[src/rtl/ecpc_defs.svh]
// Purpose: constants for the parallel port control and fifo block
// Assumes: host i/o register index space is local to this block
// Notes:   offsets are byte indexes relative to the port base
// Summary of operation
// - control bits 7-6 read one, unwritable
// - modes 000/010 force data lines out
// - other modes: bit5 selects data direction
// - ack rise raises irq when enabled
// - select-in pin is inverted control bit3
// - init pin follows control bit2 directly
// - auto-linefeed pin is inverted control bit1
// - strobe pin is inverted control bit0 or handshake strobe
// - mode 010 sends fifo by compat handshake
// - mode 011 dir0 sends fifo by ecp
// - mode 011 dir1 receives bytes into fifo
// - test mode: host fifo access, no transmit
// - config a reads fixed 10h
// - config b bit7 reads zero
// - config b bit6 shows irq line level
// - config b bits 5:3 report irq assignment
// - config b low bits writable, read one
// - mode field is ext control bits 7-5
// - one shared sixteen byte fifo
// - fifo held in reset in mode 000
`ifndef ECPC_DEFS_SVH
`define ECPC_DEFS_SVH
`define ECPC_OFS_DCR       11'h002
`define ECPC_OFS_FIFO      11'h400
`define ECPC_OFS_CFGB      11'h401
`define ECPC_OFS_ECR       11'h402
`define ECPC_CFGA_VALUE    8'h10
`define ECPC_DCR_FIXED     2'h3
`define ECPC_CFGB_LOW      3'h7
`define ECPC_ECR_RESET     8'h15
`define ECPC_ECR_MODE_LSB  5
`define ECPC_DCR_DIR_BIT   5
`define ECPC_DCR_IRQEN_BIT 4
`define ECPC_STROBE_NS     500
`define ECPC_CLK_NS        20
`define ECPC_STROBE_CYC    ((`ECPC_STROBE_NS + `ECPC_CLK_NS - 1) / `ECPC_CLK_NS)
`endif

[src/rtl/ecpc_pkg.sv]
// Purpose: shared types for the parallel port control block
// Assumes: used with ecpc_defs.svh
// Notes:   mode encodings follow the extended control mode field
package ecpc_pkg;
   typedef enum logic [2:0] {
      MODE_STD   = 3'h0,  // standard_port_mode
      MODE_PS2   = 3'h1,
      MODE_COMPAT_DATA_FIFO_PORT = 3'h2,
      MODE_ECP   = 3'h3,
      MODE_EPP   = 3'h4,
      MODE_RSVD  = 3'h5,
      MODE_TEST  = 3'h6,
      MODE_CONF  = 3'h7
   } ecpc_mode_t;
   typedef enum logic [1:0] {
      HS_IDLE,
      HS_SETUP,
      HS_STROBE,
      HS_WAIT
   } ecpc_hs_t;
endpackage

[src/rtl/ecpc_port.sv]
// Purpose: control register, fifo ports and config registers of the port
// Assumes: host i/o bus is synchronous, one cycle strobes
// Notes:   status, data port and ecr interrupt bits live elsewhere
`timescale 1ns/100ps
`include "ecpc_defs.svh"
module ecpc_port #(
   parameter int FIFO_DEPTH = 16,       // shared fifo depth
   parameter logic [2:0] IRQ_ASSIGN = 3'h0 // irq assignment code
) (
   input  wire logic        clk,            // 50 mhz clock
   input  wire logic        sys_rst,        // async reset, high
   input  wire logic [10:0] io_addr,        // offset from port base
   input  wire logic        io_wr,          // write strobe
   input  wire logic        io_rd,          // read strobe
   input  wire logic [7:0]  io_wdata,       // write data
   output logic [7:0]       io_rdata,       // read data
   input  wire logic [7:0]  dma_data,       // dma byte in
   input  wire logic        dma_valid,      // dma byte offered
   output logic             dma_ready,      // dma byte taken
   input  wire logic        irq_line_level, // level of assigned irq line
   input  wire logic        ack_n_pin,      // acknowledge input
   input  wire logic        busy_pin,       // busy input
   input  wire logic [7:0]  pd_in,          // data lines in
   output logic [7:0]       pd_out,         // data lines out
   output logic             pd_oe,          // data lines driven
   output logic             strobe_pin,     // strobe, low active
   output logic             auto_linefeed_pin, // autofeed, low active
   output logic             init_line_drive,   // init line
   output logic             select_in_pin,  // select-in, low active
   output logic             irq_out,        // interrupt request
   output logic [2:0]       port_mode       // current mode
);
   ////////////////////////////////////////////////////////////////////////
   // register state
   logic [5:0] dcr_reg, dcr_next;        // writable control bits
   logic [7:0] ecr_reg, ecr_next;        // extended control
   logic [2:0] cfgb_low_reg, cfgb_low_next; // writable low bits
   logic       ack_d_reg, ack_d_next;    // ack history
   logic       irq_reg, irq_next;        // irq output
   logic [7:0] rdata_reg, rdata_next;    // read data
   ecpc_pkg::ecpc_mode_t mode;           // decoded mode
   logic       dir_in;                   // effective direction
   ////////////////////////////////////////////////////////////////////////
   // mode and direction decode
   always_comb begin
      mode = ecpc_pkg::ecpc_mode_t'(ecr_reg[7:`ECPC_ECR_MODE_LSB]);
      dir_in = dcr_reg[`ECPC_DCR_DIR_BIT];
      if (mode == ecpc_pkg::MODE_STD || mode == ecpc_pkg::MODE_COMPAT_DATA_FIFO_PORT) begin
         dir_in = 1'b0;
      end
   end
   ////////////////////////////////////////////////////////////////////////
   // shared fifo, two-entry buffer on its feed
   logic       fifo_clr;                 // flush
   logic       fifo_wr, fifo_rd;         // push and pop
   logic [7:0] fifo_wdata, fifo_head;    // data
   logic       fifo_full, fifo_empty;    // flags
   logic [7:0] sk_in, sk_out;            // buffer data
   logic       sk_in_v, sk_in_r;         // buffer input handshake
   logic       sk_out_v;                 // buffer output valid
   logic       host_push, host_pop;      // host fifo port hits
   logic       fwd_mode;                 // fifo drains to lines
   logic       rev_mode;                 // fifo fills from lines
   logic       rx_take;                  // peripheral byte taken
   logic       tx_pop;                   // handshake consumed byte
   assign fifo_clr = (mode == ecpc_pkg::MODE_STD);
   assign host_push = io_wr && io_addr == `ECPC_OFS_FIFO &&
                      (fwd_mode || mode == ecpc_pkg::MODE_TEST);
   assign host_pop = io_rd && io_addr == `ECPC_OFS_FIFO &&
                     ((mode == ecpc_pkg::MODE_ECP && dir_in) ||
                      mode == ecpc_pkg::MODE_TEST);
   assign fwd_mode = !dir_in && (mode == ecpc_pkg::MODE_COMPAT_DATA_FIFO_PORT ||
                     mode == ecpc_pkg::MODE_ECP);
   assign rev_mode = dir_in && mode == ecpc_pkg::MODE_ECP;
   // host write wins over dma in the same cycle; dma waits
   always_comb begin
      sk_in = dma_data;
      sk_in_v = dma_valid && (fwd_mode || mode == ecpc_pkg::MODE_TEST) && !host_push;
      if (host_push) begin
         sk_in = io_wdata;
         sk_in_v = 1'b1;
      end
      if (rx_take) begin
         sk_in = pd_in;
         sk_in_v = 1'b1;
      end
   end
   assign dma_ready = sk_in_r && !host_push && !rx_take &&
                      (fwd_mode || mode == ecpc_pkg::MODE_TEST);
   assign fifo_wr = sk_out_v && !fifo_full;
   assign fifo_wdata = sk_out;
   assign fifo_rd = host_pop || tx_pop;
   ecpc_skid #(
      .W (8)
   ) u_skid (
      .clk       (clk),
      .sys_rst   (sys_rst),
      .clr       (fifo_clr),
      .in_data   (sk_in),
      .in_valid  (sk_in_v),
      .in_ready  (sk_in_r),
      .out_data  (sk_out),
      .out_valid (sk_out_v),
      .out_ready (!fifo_full)
   );
   ecpc_fifo #(
      .W (8),
      .D (FIFO_DEPTH)
   ) u_fifo (
      .clk     (clk),
      .sys_rst (sys_rst),
      .clr     (fifo_clr),
      .wr      (fifo_wr),
      .wdata   (fifo_wdata),
      .rd      (fifo_rd),
      .rdata   (fifo_head),
      .full    (fifo_full),
      .empty   (fifo_empty)
   );
   ////////////////////////////////////////////////////////////////////////
   // automatic handshake: setup, strobe low, wait busy low
   ecpc_pkg::ecpc_hs_t hs_reg, hs_next;  // handshake state
   logic [7:0] hs_cnt_reg, hs_cnt_next;  // strobe timer
   logic [7:0] hs_data_reg, hs_data_next; // byte on lines
   logic       hs_stb_reg, hs_stb_next;  // hardware strobe
   // the same timed strobe serves compat and ecp forward; ecp
   // reverse takes a byte when the peripheral drops ack
   always_comb begin
      hs_next = hs_reg;
      hs_cnt_next = hs_cnt_reg;
      hs_data_next = hs_data_reg;
      hs_stb_next = 1'b0;
      tx_pop = 1'b0;
      rx_take = 1'b0;
      case (hs_reg)
         ecpc_pkg::HS_IDLE: begin
            if (fwd_mode && !fifo_empty && !busy_pin) begin
               hs_data_next = fifo_head;
               tx_pop = 1'b1;
               hs_cnt_next = 8'(`ECPC_STROBE_CYC);
               hs_next = ecpc_pkg::HS_SETUP;
            end else if (rev_mode && !ack_n_pin && ack_d_reg && sk_in_r) begin
               rx_take = 1'b1;
               hs_next = ecpc_pkg::HS_WAIT;
            end
         end
         ecpc_pkg::HS_SETUP: begin
            hs_next = ecpc_pkg::HS_STROBE;
         end
         ecpc_pkg::HS_STROBE: begin
            hs_stb_next = 1'b1;
            hs_cnt_next = hs_cnt_reg - 8'h01;
            if (hs_cnt_reg == 8'h01) begin
               hs_next = ecpc_pkg::HS_WAIT;
            end
         end
         ecpc_pkg::HS_WAIT: begin
            if (!busy_pin && ack_n_pin) begin
               hs_next = ecpc_pkg::HS_IDLE;
            end
         end
         default: begin
            hs_next = ecpc_pkg::HS_IDLE;
         end
      endcase
      if (!(fwd_mode || rev_mode)) begin
         hs_next = ecpc_pkg::HS_IDLE;
         hs_stb_next = 1'b0;
      end
   end
   always_ff @(posedge clk or posedge sys_rst) begin
      if (sys_rst) begin
         hs_reg <= ecpc_pkg::HS_IDLE;
         hs_cnt_reg <= 8'h00;
         hs_data_reg <= 8'h00;
         hs_stb_reg <= 1'b0;
      end else begin
         hs_reg <= hs_next;
         hs_cnt_reg <= hs_cnt_next;
         hs_data_reg <= hs_data_next;
         hs_stb_reg <= hs_stb_next;
      end
   end
   ////////////////////////////////////////////////////////////////////////
   // host register writes, ack edge interrupt, read mux
   always_comb begin
      dcr_next = dcr_reg;
      ecr_next = ecr_reg;
      cfgb_low_next = cfgb_low_reg;
      ack_d_next = ack_n_pin;
      irq_next = 1'b0;
      rdata_next = rdata_reg;
      if (io_wr) begin
         case (io_addr)
            `ECPC_OFS_DCR: dcr_next = io_wdata[5:0];
            `ECPC_OFS_ECR: ecr_next = io_wdata;
            `ECPC_OFS_CFGB: begin
               if (mode == ecpc_pkg::MODE_CONF) begin
                  cfgb_low_next = io_wdata[2:0];
               end
            end
            default: begin
            end
         endcase
      end
      // pulse per rising ack edge while enabled
      if (dcr_reg[`ECPC_DCR_IRQEN_BIT] && ack_n_pin && !ack_d_reg) begin
         irq_next = 1'b1;
      end
      if (io_rd) begin
         case (io_addr)
            `ECPC_OFS_DCR: rdata_next = {`ECPC_DCR_FIXED, dcr_reg};
            `ECPC_OFS_ECR: rdata_next = {ecr_reg[7:2], fifo_full, fifo_empty};
            `ECPC_OFS_FIFO: begin
               if (mode == ecpc_pkg::MODE_CONF) begin
                  rdata_next = `ECPC_CFGA_VALUE;
               end else if (host_pop) begin
                  rdata_next = fifo_head;
               end else begin
                  rdata_next = 8'h00;
               end
            end
            `ECPC_OFS_CFGB: begin
               rdata_next = (mode == ecpc_pkg::MODE_CONF) ?
                            {1'b0, irq_line_level, IRQ_ASSIGN, `ECPC_CFGB_LOW}
                            : 8'h00;
            end
            default: rdata_next = 8'h00;
         endcase
      end
   end
   always_ff @(posedge clk or posedge sys_rst) begin
      if (sys_rst) begin
         dcr_reg <= 6'h00;
         ecr_reg <= `ECPC_ECR_RESET;
         cfgb_low_reg <= 3'h0;
         ack_d_reg <= 1'b1;
         irq_reg <= 1'b0;
         rdata_reg <= 8'h00;
      end else begin
         dcr_reg <= dcr_next;
         ecr_reg <= ecr_next;
         cfgb_low_reg <= cfgb_low_next;
         ack_d_reg <= ack_d_next;
         irq_reg <= irq_next;
         rdata_reg <= rdata_next;
      end
   end
   ////////////////////////////////////////////////////////////////////////
   // pin drivers, all registered
   logic [7:0] pd_next;                  // data line value
   logic       oe_next, stb_n, afd_n, init_n, sli_n; // pin next values
   always_comb begin
      pd_next = hs_data_reg;
      if (mode == ecpc_pkg::MODE_TEST) begin
         pd_next = fifo_head;
      end
      oe_next = !dir_in;
      stb_n = !(dcr_reg[0] || hs_stb_reg);
      afd_n = !dcr_reg[1];
      init_n = dcr_reg[2];
      sli_n = !dcr_reg[3];
   end
   always_ff @(posedge clk or posedge sys_rst) begin
      if (sys_rst) begin
         pd_out <= 8'h00;
         pd_oe <= 1'b1;
         strobe_pin <= 1'b1;
         auto_linefeed_pin <= 1'b1;
         init_line_drive <= 1'b0;
         select_in_pin <= 1'b1;
         irq_out <= 1'b0;
         port_mode <= 3'h0;
         io_rdata <= 8'h00;
      end else begin
         pd_out <= pd_next;
         pd_oe <= oe_next;
         strobe_pin <= stb_n;
         auto_linefeed_pin <= afd_n;
         init_line_drive <= init_n;
         select_in_pin <= sli_n;
         irq_out <= irq_reg;
         port_mode <= mode;
         io_rdata <= rdata_reg;
      end
   end
endmodule

[src/rtl/ecpc_skid.sv]
// Purpose: two-entry buffer with valid/ready on both sides
// Assumes: single clock
// Notes:   ready upstream reflects a free slot, so no stall loses a word
`timescale 1ns/100ps
module ecpc_skid #(
   parameter int W = 8                  // data width
) (
   input  wire logic         clk,       // clock
   input  wire logic         sys_rst,   // async reset
   input  wire logic         clr,       // sync flush
   input  wire logic [W-1:0] in_data,   // incoming word
   input  wire logic         in_valid,  // incoming valid
   output logic              in_ready,  // room available
   output logic [W-1:0]      out_data,  // head word
   output logic              out_valid, // head valid
   input  wire logic         out_ready  // drain accepts
);
   logic [W-1:0] slot_reg [2];          // storage slots
   logic [W-1:0] slot_next [2];         // next slots
   logic [1:0]   cnt_reg, cnt_next;     // occupancy
   ////////////////////////////////////////////////////////////////////////
   // next state: shift on pop, append on push
   always_comb begin
      logic push;
      logic pop;
      push = 1'b0;
      pop = 1'b0;
      slot_next = slot_reg;
      cnt_next = cnt_reg;
      push = in_valid && (cnt_reg != 2'h2);
      pop = out_ready && (cnt_reg != 2'h0);
      if (pop) begin
         slot_next[0] = slot_reg[1];
      end
      if (push) begin
         slot_next[(pop ? cnt_reg - 2'h1 : cnt_reg) == 2'h0 ? 0 : 1] = in_data;
      end
      cnt_next = cnt_reg + {1'b0, push} - {1'b0, pop};
      if (clr) begin
         cnt_next = 2'h0;
      end
   end
   // registers only
   always_ff @(posedge clk or posedge sys_rst) begin
      if (sys_rst) begin
         cnt_reg <= 2'h0;
         slot_reg[0] <= '0;
         slot_reg[1] <= '0;
      end else begin
         cnt_reg <= cnt_next;
         slot_reg <= slot_next;
      end
   end
   assign in_ready = (cnt_reg != 2'h2);
   assign out_valid = (cnt_reg != 2'h0);
   assign out_data = slot_reg[0];
endmodule

[src/rtl/ecpc_fifo.sv]
// Purpose: shared byte fifo behind all fifo ports
// Assumes: single clock, synchronous flush
// Notes:   depth is a power of two
`timescale 1ns/100ps
module ecpc_fifo #(
   parameter int W = 8,                 // data width
   parameter int D = 16                 // depth
) (
   input  wire logic         clk,       // clock
   input  wire logic         sys_rst,   // async reset
   input  wire logic         clr,       // sync flush
   input  wire logic         wr,        // push
   input  wire logic [W-1:0] wdata,     // push data
   input  wire logic         rd,        // pop
   output logic [W-1:0]      rdata,     // head data
   output logic              full,      // no room
   output logic              empty      // nothing held
);
   localparam int AW = $clog2(D);
   logic [W-1:0] mem [D];               // storage array
   logic [AW:0]  wp_reg, wp_next;       // write pointer
   logic [AW:0]  rp_reg, rp_next;       // read pointer
   ////////////////////////////////////////////////////////////////////////
   // pointer update, guarded against overflow and underflow
   always_comb begin
      wp_next = wp_reg;
      rp_next = rp_reg;
      if (wr && !full) begin
         wp_next = wp_reg + 1'b1;
      end
      if (rd && !empty) begin
         rp_next = rp_reg + 1'b1;
      end
      if (clr) begin
         wp_next = '0;
         rp_next = '0;
      end
   end
   // pointers
   always_ff @(posedge clk or posedge sys_rst) begin
      if (sys_rst) begin
         wp_reg <= '0;
         rp_reg <= '0;
      end else begin
         wp_reg <= wp_next;
         rp_reg <= rp_next;
      end
   end
   // storage has no reset
   always_ff @(posedge clk) begin
      if (wr && !full) begin
         mem[wp_reg[AW-1:0]] <= wdata;
      end
   end
   assign rdata = mem[rp_reg[AW-1:0]];
   assign empty = (wp_reg == rp_reg);
   assign full = (wp_reg[AW] != rp_reg[AW]) && (wp_reg[AW-1:0] == rp_reg[AW-1:0]);
endmodule

[config.mk]
export PLATFORM = sky130hd
export DESIGN_NAME = ecpc_port
export DESIGN_NICKNAME = d
export VERILOG_FILES = /design/src/rtl/ecpc_pkg.sv /design/src/rtl/ecpc_port.sv /design/src/rtl/ecpc_skid.sv /design/src/rtl/ecpc_fifo.sv
export VERILOG_INCLUDE_DIRS = /design/src /design/src/rtl
export SDC_FILE = /design/constraint.sdc
export NUM_CORES = 1
export LEC_CHECK = 0
export ABC_AREA = 0
export BUFFER_PORTS_ARGS = -buffer_cell sky130_fd_sc_hd__buf_2
export CELL_PAD_IN_SITES_DETAIL_PLACEMENT = 1
export CELL_PAD_IN_SITES_GLOBAL_PLACEMENT = 1
export CORE_UTILIZATION = 40
export DETAILED_ROUTE_END_ITERATION = 10
export PLACE_DENSITY = 0.71
export SKIP_LAST_GASP = 1
export SLEW_MARGIN = 40
export SYNTH_ARGS = -nofsm -noshare
export SYNTH_HDL_FRONTEND = slang
export SYNTH_SLANG_ARGS = --single-unit
[constraint.sdc]
create_clock -name clk -period 3.11 [get_ports clk]
set_clock_uncertainty 0.1 [all_clocks]
set_input_delay 0.7775 -clock clk [delete_from_list [all_inputs] [get_ports clk]]
set_output_delay 0.7775 -clock clk [all_outputs]
set_load 0.01 [all_outputs]
* After elaboration in Yosys (flattened, before gate mapping)
Memory sizes are Yosys's and may differ from the RTL's.
Cells that the tools add are included.
** Word-level totals
- Register bits after elaboration :: 96
- Memory bits (writable) :: 128
- Bits of input ports :: 43
- Output and inout bits :: 26
- Logic and storage cells :: 148
- Memories :: 1
** Memories
- u_fifo.mem :: words 16, bits a word 8, read ports 1, clocked after memory_dff 0, wr ports 1, line ecpc_fifo.sv:20 : logic [W-1:0] mem [D];
** Operators by class
- $add $sub $neg :: 6
- Magnitude comparators :: 2
- Equal/unequal tests :: 20
- Mux-type cells :: 40
- Bitwise logic cells :: 1
- Reductions and logical operators :: 55
** Operators by type and width (count)
- 8-bit 2-to-1 mux :: 8
- 11-bit == test, second input constant :: 3
- 32-bit by 2-bit >= comparator with 1-bit output, second input constant :: 1
- 32-bit by 1-bit less-than comparator with 1-bit output, second input constant :: 1
- 32-bit NOT :: 1
- 8-bit one-hot mux with 4 select lines :: 1
- 1-bit logical AND :: 25
- 5-bit 2-to-1 mux :: 4
- 16-bit bitwise mux :: 1
- 16-bit 2-to-1 mux :: 1
- 8-bit one-hot mux with 2 select lines :: 1
- 1-bit 2-to-1 mux :: 14
- 2-bit 2-to-1 mux :: 7
- 11-bit by 2-bit == test with 1-bit output, second input constant :: 1
- 1-bit zero test :: 11
- 5-bit by 1-bit adder with 5-bit output, second input constant :: 2
- 8-bit demux with 1-bit select :: 1
- 8-bit by 1-bit == test with 1-bit output, second input constant :: 1
- 2-bit one-hot mux with 4 select lines :: 1
- 2-bit AND reduction :: 4
- 2-bit nonzero test :: 4
- 8-bit by 1-bit subtractor with 8-bit output, second input constant :: 1
- 1-bit logical OR :: 7
- 7-bit 2-to-1 mux :: 1
- 16 further kinds :: 22

* Depth between registers and ports, before layout
Gate-level depths: netlist of run 1.
- Depth in word-level cells :: 15
- Depth in mapped cells :: 13
- Depth with buffers taken out :: 10

* Cells and area by module
A second synthesis of run 1 with hierarchy kept.
** Unflattened totals
- Cells, all modules :: 666
- Area, all modules :: 9947.0 sq um
** By module, submodules not included
- ecpc_fifo :: times used 1, cells an instance 310, area each 5778.0 sq um, sequential area each 4093.9 sq um
- ecpc_port :: times used 1, cells an instance 285, area each 3208.1 sq um, sequential area each 1660.3 sq um
- ecpc_skid :: times used 1, cells an instance 71, area each 960.9 sq um, sequential area each 450.4 sq um

* Worst setup path after synthesis of run 1
Ideal clock, no wire load.
- Kind :: reg-to-reg
- Start :: register u_fifo.rp_reg[0]
- End :: register (tool-made name)
- Setup time :: 0.079 ns
- Data arrival time :: 2.706 ns
- Required time :: 2.931 ns
- Setup slack :: 0.224 ns
- Cell stages (with the launch flop) :: 13
- Path buffers :: 4
- Period minus slack after synthesis :: 2.886 ns
- Cell sequence :: dfrtp_1 buf_4 xor2_1 nor4_4 buf_6 a21oi_2 buf_6 ha_1 inv_1 nor3_1 nand4bb_1 buf_4 mux2i_1
** RTL lines
- start, declared :: line ecpc_fifo.sv:22 : logic [AW:0] rp_reg, rp_next;
- start signal, assigned :: line ecpc_fifo.sv:46 : rp_reg <= rp_next;

* Worst setup path after layout of run 1
- Start :: register ecr_reg[7]
- End :: output port dma_ready
** Between the ends
- Word-level cells in the longest chain between the ends :: 13
- Elaborated cells between the ends (all ways) :: 25
- Those cells by class :: eq/ne (3); mux (4); reduce/logical (18)
** RTL lines
- start, declared :: line ecpc_port.sv:36 : logic [7:0] ecr_reg, ecr_next;
- start signal, assigned :: line ecpc_port.sv:235 : ecr_reg <= `ECPC_ECR_RESET;
- start signal, assigned :: line ecpc_port.sv:242 : ecr_reg <= ecr_next;
- 3-bit by 2-bit == test with 1-bit output or 3-bit zero test (tied branches) :: line ecpc_port.sv:48, ecpc_port.sv:72
- 1-bit logical OR :: line ecpc_port.sv:48 : if (mode == ecpc_pkg::MODE_STD || mode == ecpc_pkg::MODE_COMPAT_DATA_FIFO_PORT) begin
- 1-bit 2-to-1 mux :: line ecpc_port.sv:48
- 1-bit logical AND :: line ecpc_port.sv:74 : assign rev_mode = dir_in && mode == ecpc_pkg::MODE_ECP;
- 1-bit logical AND (3 in a row) :: line ecpc_port.sv:142 : end else if (rev_mode && !ack_n_pin && ack_d_reg && sk_in_r) begin
- 1-bit 2-to-1 mux :: line ecpc_port.sv:142
- 1-bit 2-to-1 mux :: line ecpc_port.sv:137 : if (fwd_mode && !fifo_empty && !busy_pin) begin
- 1-bit 2-to-1 mux :: line ecpc_port.sv:135 : case (hs_reg)
- 1-bit zero test :: line ecpc_port.sv:88 : assign dma_ready = sk_in_r && !host_push && !rx_take &&
- 1-bit logical AND :: line ecpc_port.sv:88
- 1-bit logical AND * :: line ecpc_port.sv:88
- end, declared :: line ecpc_port.sv:19 : output logic dma_ready,
Mark *: on every way between the ends. The rest lies on a longest branch, timed or not.

==> impl_metrics.csv, run 1 <==
group,metric,value,unit
worst_setup_path,required,2230,ps
worst_setup_path,critical-path-top-delay-family,"compound AO/OA/AOI/OAI gates",
die,coreArea,0.0236,sq mm
pwr,p_per_area,524,mW/mm^2
layout,syn2layout_area_growth,16.1,%
die,num_rows,56,
flow_run,drv_cap,0,
layout,area.sequential,0.00621,sq mm
die,die-area,0.0248,sq mm
sta,maxSlewViolCount,0,
die,die_h,157,um
logic_synthesis,syn_nets,701,
logic_synthesis,synth_area_leader_cell,"edfxtp_1",
layout,n_fill_cell,2385,
logic_synthesis,syn_area_per_cell,15.0,sq um
sta,worstMarginPinSlew,690,ps
drt,totalWireLength,23300,um
worst_setup_path,path_buf_inv,1,
drt,drt_pre_antenna_iters,4,
worst_setup_path,crit_path_max_incr_delay,530,ps
clock_tree,clock_sinks,222,
place,gp_congestion,0.795,
logic_synthesis,synth_top_area_share,0.398,
layout,antenna_cells,0,
sta,setup-tns-final,0,ps
layout,finalNonFillerCells,1073,
place,port_buffers,68,
drt,avgRoutedWirePerCell,21.7,um
hold_path,hold_path_class,"in -> async",
logic_synthesis,synth_ff_type,"edfxtp_1",
worst_setup_path,arrival,2090,ps
place,dp_hpwl,16300,um
logic_synthesis,ys_async_sr_fraction,0.423,
sta,period_minus_slack,2970,ps
drt,viasPerCell,5.46,
global_routing,track_usage,0.194,
global_routing,antenna_found_initial,0,
drt,vias,5857,
layout,layout.nets,795,
drt,ant_nets,0,
logic_synthesis,seq_area_frac_synth,0.642,
die,die_x,157,um
clock_tree,clk_latency,510,ps
clock_tree,cts.htree.levels,1,
layout,finalInstanceArea,0.0112,sq mm
worst_setup_path,crit_path_end_kind,"output port",
pwr,ir_drop,0.376,mV
logic_synthesis,ys_types,65,
worst_setup_path,critPathLaunchType,"flip-flop",
clock_tree,post-cts-setup-buffers,0,
global_routing,grt_max_degree,58,
pwr,power,5880,uW
worst_setup_path,path_max_fanout,13,
global_routing,grt_pass1_wl,36000,um
worst_setup_path,crit_type,"reg -> out",
sta,setup_violations,0,
place,place_inst,1032,
sta,min_period_over_period,0.956,
clock_tree,cts-root-buf,"clkbuf_16",
worst_setup_path,cp_cell_sequence,"o21ai_0 -> and4_1 -> a31oi_1 -> buf_2",
logic_synthesis,postSynthCellCount,644,
drt,drc,0,
layout,drive_gt1_frac,0.277,
logic_synthesis,synth_edf_count,128,
global_routing,grt_pass1_vias,6228,
layout,largest_reg_flops,128,
pwr,leakagePower,0.00441,uW
sta,finalHoldViolations,0,
layout,final_util,0.475,
run_status,status,"finished, final reports clean",
sta,fmax,337,MHz
sta,rsz0062_at_grt,"false",
clock_tree,cts_tree,"built",
logic_synthesis,synth.cell_area,0.00966,sq mm
clock_tree,clockBufferDepth,3,
clock_tree,clk_pin_slew,60,ps
clock_tree,cts_made_buffers,23,
sta,slew-limit-headroom,0.540,
worst_setup_path,cpMaxStageDelayCell,"dfrtp_1",
global_routing,grt_overflow,0,
drt,dr.first_iter.drc_count,319,
place,dpl_cell_area,0.0105,sq mm
layout,multi_input_area,0.00319,sq mm
logic_synthesis,yosys_warnings,0,
die,io_pins,69,
logic_synthesis,ys_seq_elements,222,
logic_synthesis,synth_area_leaders,"edfxtp_1 (40%), dfrtp_1 (23%), mux4_2 (7.5%)",
die,initial_core_util,0.409,
-- cell families (layout without fill, tap and decap cells) --
| family | after synthesis | count (layout) | synth area share |
|---|---|---|---|
| flops | 222 | 222 | 0.642 |
| compound gates | 103 | 103 | 0.0798 |
| fa+ha+maj | 14 | 14 | 0.0181 |
| buf+inv | 61 | 171 | 0.0290 |
| mux | 99 | 99 | 0.147 |
| simple gates | 133 | 133 | 0.0721 |
| xor+xnor | 12 | 12 | 0.0117 |
-- worst register-to-register path, delay by kind of cell, from the launching register on --
| family | cells | cell delay [ps] |
|---|---|---|
| adder cells (fa/ha/maj) | 1 | 330 |
| multiplexers | 1 | 300 |
| buffers and inverters | 1 | 110 |
| flip-flops | 1 | 450 |
| AND/OR/NAND/NOR | 3 | 860 |
| XOR/XNOR | 1 | 210 |
| AO/OA/AOI/OAI | 2 | 330 |
-- per-layer routing --
layer  vias up  GRT usage  share of wire
li1       2644          -              -
met1      3048      0.275           0.45
met2       133      0.313           0.48
met3        32     0.0264          0.049
met4         0     0.0485          0.019
met5         -          0              0
-- final timing paths --
check | from | cells after the start | end | slack, ps
worst max-delay path | ecr_reg[7] | 4 | dma_ready | 140
worst min-delay path | sys_rst | 2 | hs_cnt_reg[0] | 110
worst max register to register | u_fifo.wp_reg[1] | 9 | flip-flop | 310
worst min register to register | hs_stb_reg | 1 | strobe_pin | 270
max in group asynchronous | sys_rst | 3 | ecr_reg[2] | 2120
min in group clk | hs_stb_reg | 1 | strobe_pin | 270
-- final cells by class --
class	count	share of cell area
flip-flops and latches	222	0.554
multi-input cells	361	0.284
clock buffers	30	0.0564
repair buffers	100	0.0529
well taps	319	0.0356
inverters	30	0.0104
clock inverters	11	0.00714
-- placed cells by master (no fill, tap or decap), types with 8 or more instances in the layout --
| cell type | netlist | routed |
|---|---|---|
| dfrtp_1 | 87 | 86 |
| buf_4 | 3 | 31 |
| nand2_1 | 33 | 33 |
| nor3_1 | 11 | 10 |
| a41oi_1 | 8 | 8 |
| nor2_1 | 33 | 33 |
| mux2_2 | 23 | 23 |
| buf_2 | 8 | 68 |
| mux4_2 | 32 | 32 |
| nor2b_1 | 10 | 10 |
| o21ai_0 | 28 | 28 |
| clkbuf_16 | 0 | 23 |
| ha_1 | 14 | 14 |
| edfxtp_1 | 128 | 128 |
| inv_1 | 30 | 29 |
| a21oi_1 | 10 | 10 |
| o2bb2ai_1 | 9 | 9 |
| mux2i_1 | 44 | 44 |
-- cells in the mapped netlist, drive strengths merged, types with 6 or more instances --
| cell | instances |
|---|---|
| o21ai | 29 |
| a211oi | 6 |
| nor2 | 33 |
| inv | 30 |
| mux4 | 32 |
| a41oi | 8 |
| xnor2 | 6 |
| xor2 | 6 |
| nand2b | 6 |
| dfrtp | 87 |
| dfstp | 7 |
| nand2 | 33 |
| mux2i | 44 |
| nand3 | 7 |
| nor2b | 10 |
| mux2 | 23 |
| nor3 | 11 |
| ha | 14 |
| a21oi | 12 |
| clkbuf | 12 |
| o2bb2ai | 9 |
| buf | 19 |
| edfxtp | 128 |
-- report_power, final --
part,switching [uW],internal [uW]
clock network,1100,1510
logic,67.7,41.0
registers,31.9,3130
-- repair_timing --
action	in CTS	in global routing
setup endpoints to repair	0	5
hold buffers	0	0
endpoints found under the hold margin	0	0
gates resized for setup	0	1
-- stage by stage --
stage / hold slack (ps) / worst slack [ps]
CTS: 100 / 101
global route: 117 / 13.8
detailed placement: 258 / 146
floorplan: 231 / 224
global placement: 233 / 276
finish: 112 / 138
No activity file was read; power rests on OpenSTA's default activity.
==> inputs of run 2 (changes only) <==
--- a/config.mk
+++ b/config.mk
@@ -12,7 +12,7 @@
 export CELL_PAD_IN_SITES_GLOBAL_PLACEMENT = 1
 export CORE_UTILIZATION = 40
 export DETAILED_ROUTE_END_ITERATION = 10
-export PLACE_DENSITY = 0.71
+export PLACE_DENSITY = 0.68
 export SKIP_LAST_GASP = 1
 export SLEW_MARGIN = 40
 export SYNTH_ARGS = -nofsm -noshare
==> constraint.sdc (replaced) <==
create_clock -name clk -period 2.8 [get_ports clk]
set_clock_uncertainty 0.1 [all_clocks]
set_input_delay 0.7 -clock clk [delete_from_list [all_inputs] [get_ports clk]]
set_output_delay 0.7 -clock clk [all_outputs]
set_load 0.01 [all_outputs]
==> run 2 against run 1 <==
Net effect: cell area increased by 1.7%; first-iteration DRC count increased by 5.3%; critical endpoint unchanged; die area unchanged; sequential share of layout area decreased by 0.89 points; via count increased by 0.14%; largest power group unchanged; cell count increased by 1.4%.
==> impl_metrics.csv, run 2 (synthesis gave the netlist of run 1 again) <==
group,metric,value,unit
layout,layout.nets,809,
drt,viasPerCell,5.39,
die,die_x,157,um
worst_setup_path,crit_path_end_kind,"output port",
worst_setup_path,path_max_fanout,7,
clock_tree,cts_made_buffers,24,
worst_setup_path,crit_type,"reg -> out",
pwr,p_per_area,587,mW/mm^2
layout,largest_reg_flops,128,
global_routing,grt_max_degree,38,
layout,n_fill_cell,2389,
sta,maxSlewViolCount,0,
sta,finalHoldViolations,0,
global_routing,grt_pass1_wl,36800,um
die,initial_core_util,0.409,
clock_tree,cts_tree,"built",
clock_tree,cts.htree.levels,1,
clock_tree,clk_pin_slew,60,ps
global_routing,track_usage,0.198,
place,dp_hpwl,16500,um
die,io_pins,69,
global_routing,antenna_found_initial,0,
drt,wl_met1,10800,um
layout,drive_gt1_frac,0.299,
sta,fmax,381,MHz
sta,worstMarginPinSlew,670,ps
place,gp_congestion,0.816,
worst_setup_path,critical-path-top-delay-family,"flip-flops",
drt,drc,0,
worst_setup_path,crit_path_max_incr_delay,460,ps
worst_setup_path,critPathLaunchType,"flip-flop",
layout,area.sequential,0.00621,sq mm
sta,setup-tns-final,0,ps
sta,slew-limit-headroom,0.553,
clock_tree,cts-root-buf,"clkbuf_16",
hold_path,hold_path_class,"in -> async",
clock_tree,clockBufferDepth,3,
worst_setup_path,path_buf_inv,2,
drt,vias,5865,
pwr,ir_drop,0.316,mV
drt,totalWireLength,23500,um
layout,syn2layout_area_growth,18.0,%
drt,top_layer,"met4",
flow_run,drv_cap,0,
worst_setup_path,arrival,1820,ps
clock_tree,post-cts-setup-buffers,0,
global_routing,grt_overflow,0,
sta,period_minus_slack,2620,ps
clock_tree,clock_sinks,222,
sta,min_period_over_period,0.937,
sta,setup_violations,0,
drt,ant_nets,0,
place,port_buffers,68,
drt,avgRoutedWirePerCell,21.6,um
worst_setup_path,cpMaxStageDelayCell,"dfrtp_1",
layout,layout_common_cells,"edfxtp_1 (128), dfrtp_1 (85), buf_2 (68)",
die,die-area,0.0248,sq mm
pwr,power,6690,uW
run_status,status,"finished, final reports clean",
die,num_rows,56,
global_routing,grt_pass1_vias,6347,
worst_setup_path,cp_cell_sequence,"o21ai_0 -> buf_4 -> nand3_1 -> a31oi_1 -> buf_2",
layout,layout_commonest_cell,"edfxtp_1",
die,die_h,157,um
drt,drt_pre_antenna_iters,4,
sta,rsz0062_at_grt,"false",
layout,antenna_cells,0,
worst_setup_path,required,2000,ps
clock_tree,post_cts_resized,0,
drt,dr_wl_met2,11400,um
drt,route.met3.wl,893,um
sta,hold_ws,134,ps
clock_tree,clk_latency,530,ps
clock_tree,hold_buffers,0,
pwr,leakagePower,0.00450,uW
layout,multi_input_area,0.00320,sq mm
drt,dr.first_iter.drc_count,336,
die,coreArea,0.0236,sq mm
run 2: cell count changes in the layout (fill, tap and decap cells not counted), sizes merged:
cell,before,now
bufinv,1,2
clkinvlp,2,5
inv,30,29
clkinv,8,9
clkbuf,30,28
buf,100,113
run 2: report_power, final:
| group | internal, uW | total (uW) | switching [uW] |
|---|---|---|---|
| clock | 1760 | 3050 | 1290 |
| combinational | 49.2 | 126 | 76.4 |
| sequential | 3480 | 3510 | 36.0 |
run 2: final timing paths:
check	start	endpoint	slack, ps	cells past startpoint
worst min register to register	irq_reg	irq_out	250	0
min in group clk	ack_n_pin	ack_d_reg	250	1
worst min-delay path	sys_rst	io_rdata[0]	130	2
worst max register to register	u_fifo.wp_reg[1]	flip-flop	230	10
worst max-delay path	dcr_reg[5]	dma_ready	180	5
max in group asynchronous	sys_rst	ack_d_reg	1810	3
run 2: final cells by class:
cell class | instances | area share
Clock buffer | 28 | 0.0540
Clock inverter | 15 | 0.0126
Inverter | 30 | 0.0102
Multi-Input combinational cell | 361 | 0.281
Sequential cell | 222 | 0.545
Tap cell | 319 | 0.0350
Timing Repair Buffer | 113 | 0.0628
run 2: per-layer routing:
layer	GRT usage	vias to the layer above
li1	-	2667
met1	0.275	3049
met2	0.328	114
met3	0.0314	35
met4	0.0430	0
met5	0	-
run 2: stage by stage:
step / worst slack, ps / util / instances / instance area [sq um]
finish: 175 / 0.483 / 1088 / 11400
floorplan: 44.0 / - / 644 / 9700
detailed placement: 208 / 0.451 / 1045 / 10600
global route: 52.3 / 0.483 / 1088 / 11400
CTS: 17.9 / 0.483 / 1088 / 11400
global placement: 222 / 0.451 / 1045 / 10600
run 2: worst register-to-register path, cell delays in order, from the launching register on:
cell and delay (ps):
dfrtp_1 440, xor2_1 190, nor4_4 370, a21oi_4 110
ha_4 300, inv_2 40, nor3_1 160, a22o_1 220
nand4bb_1 140, buf_4 200, mux2i_1 220
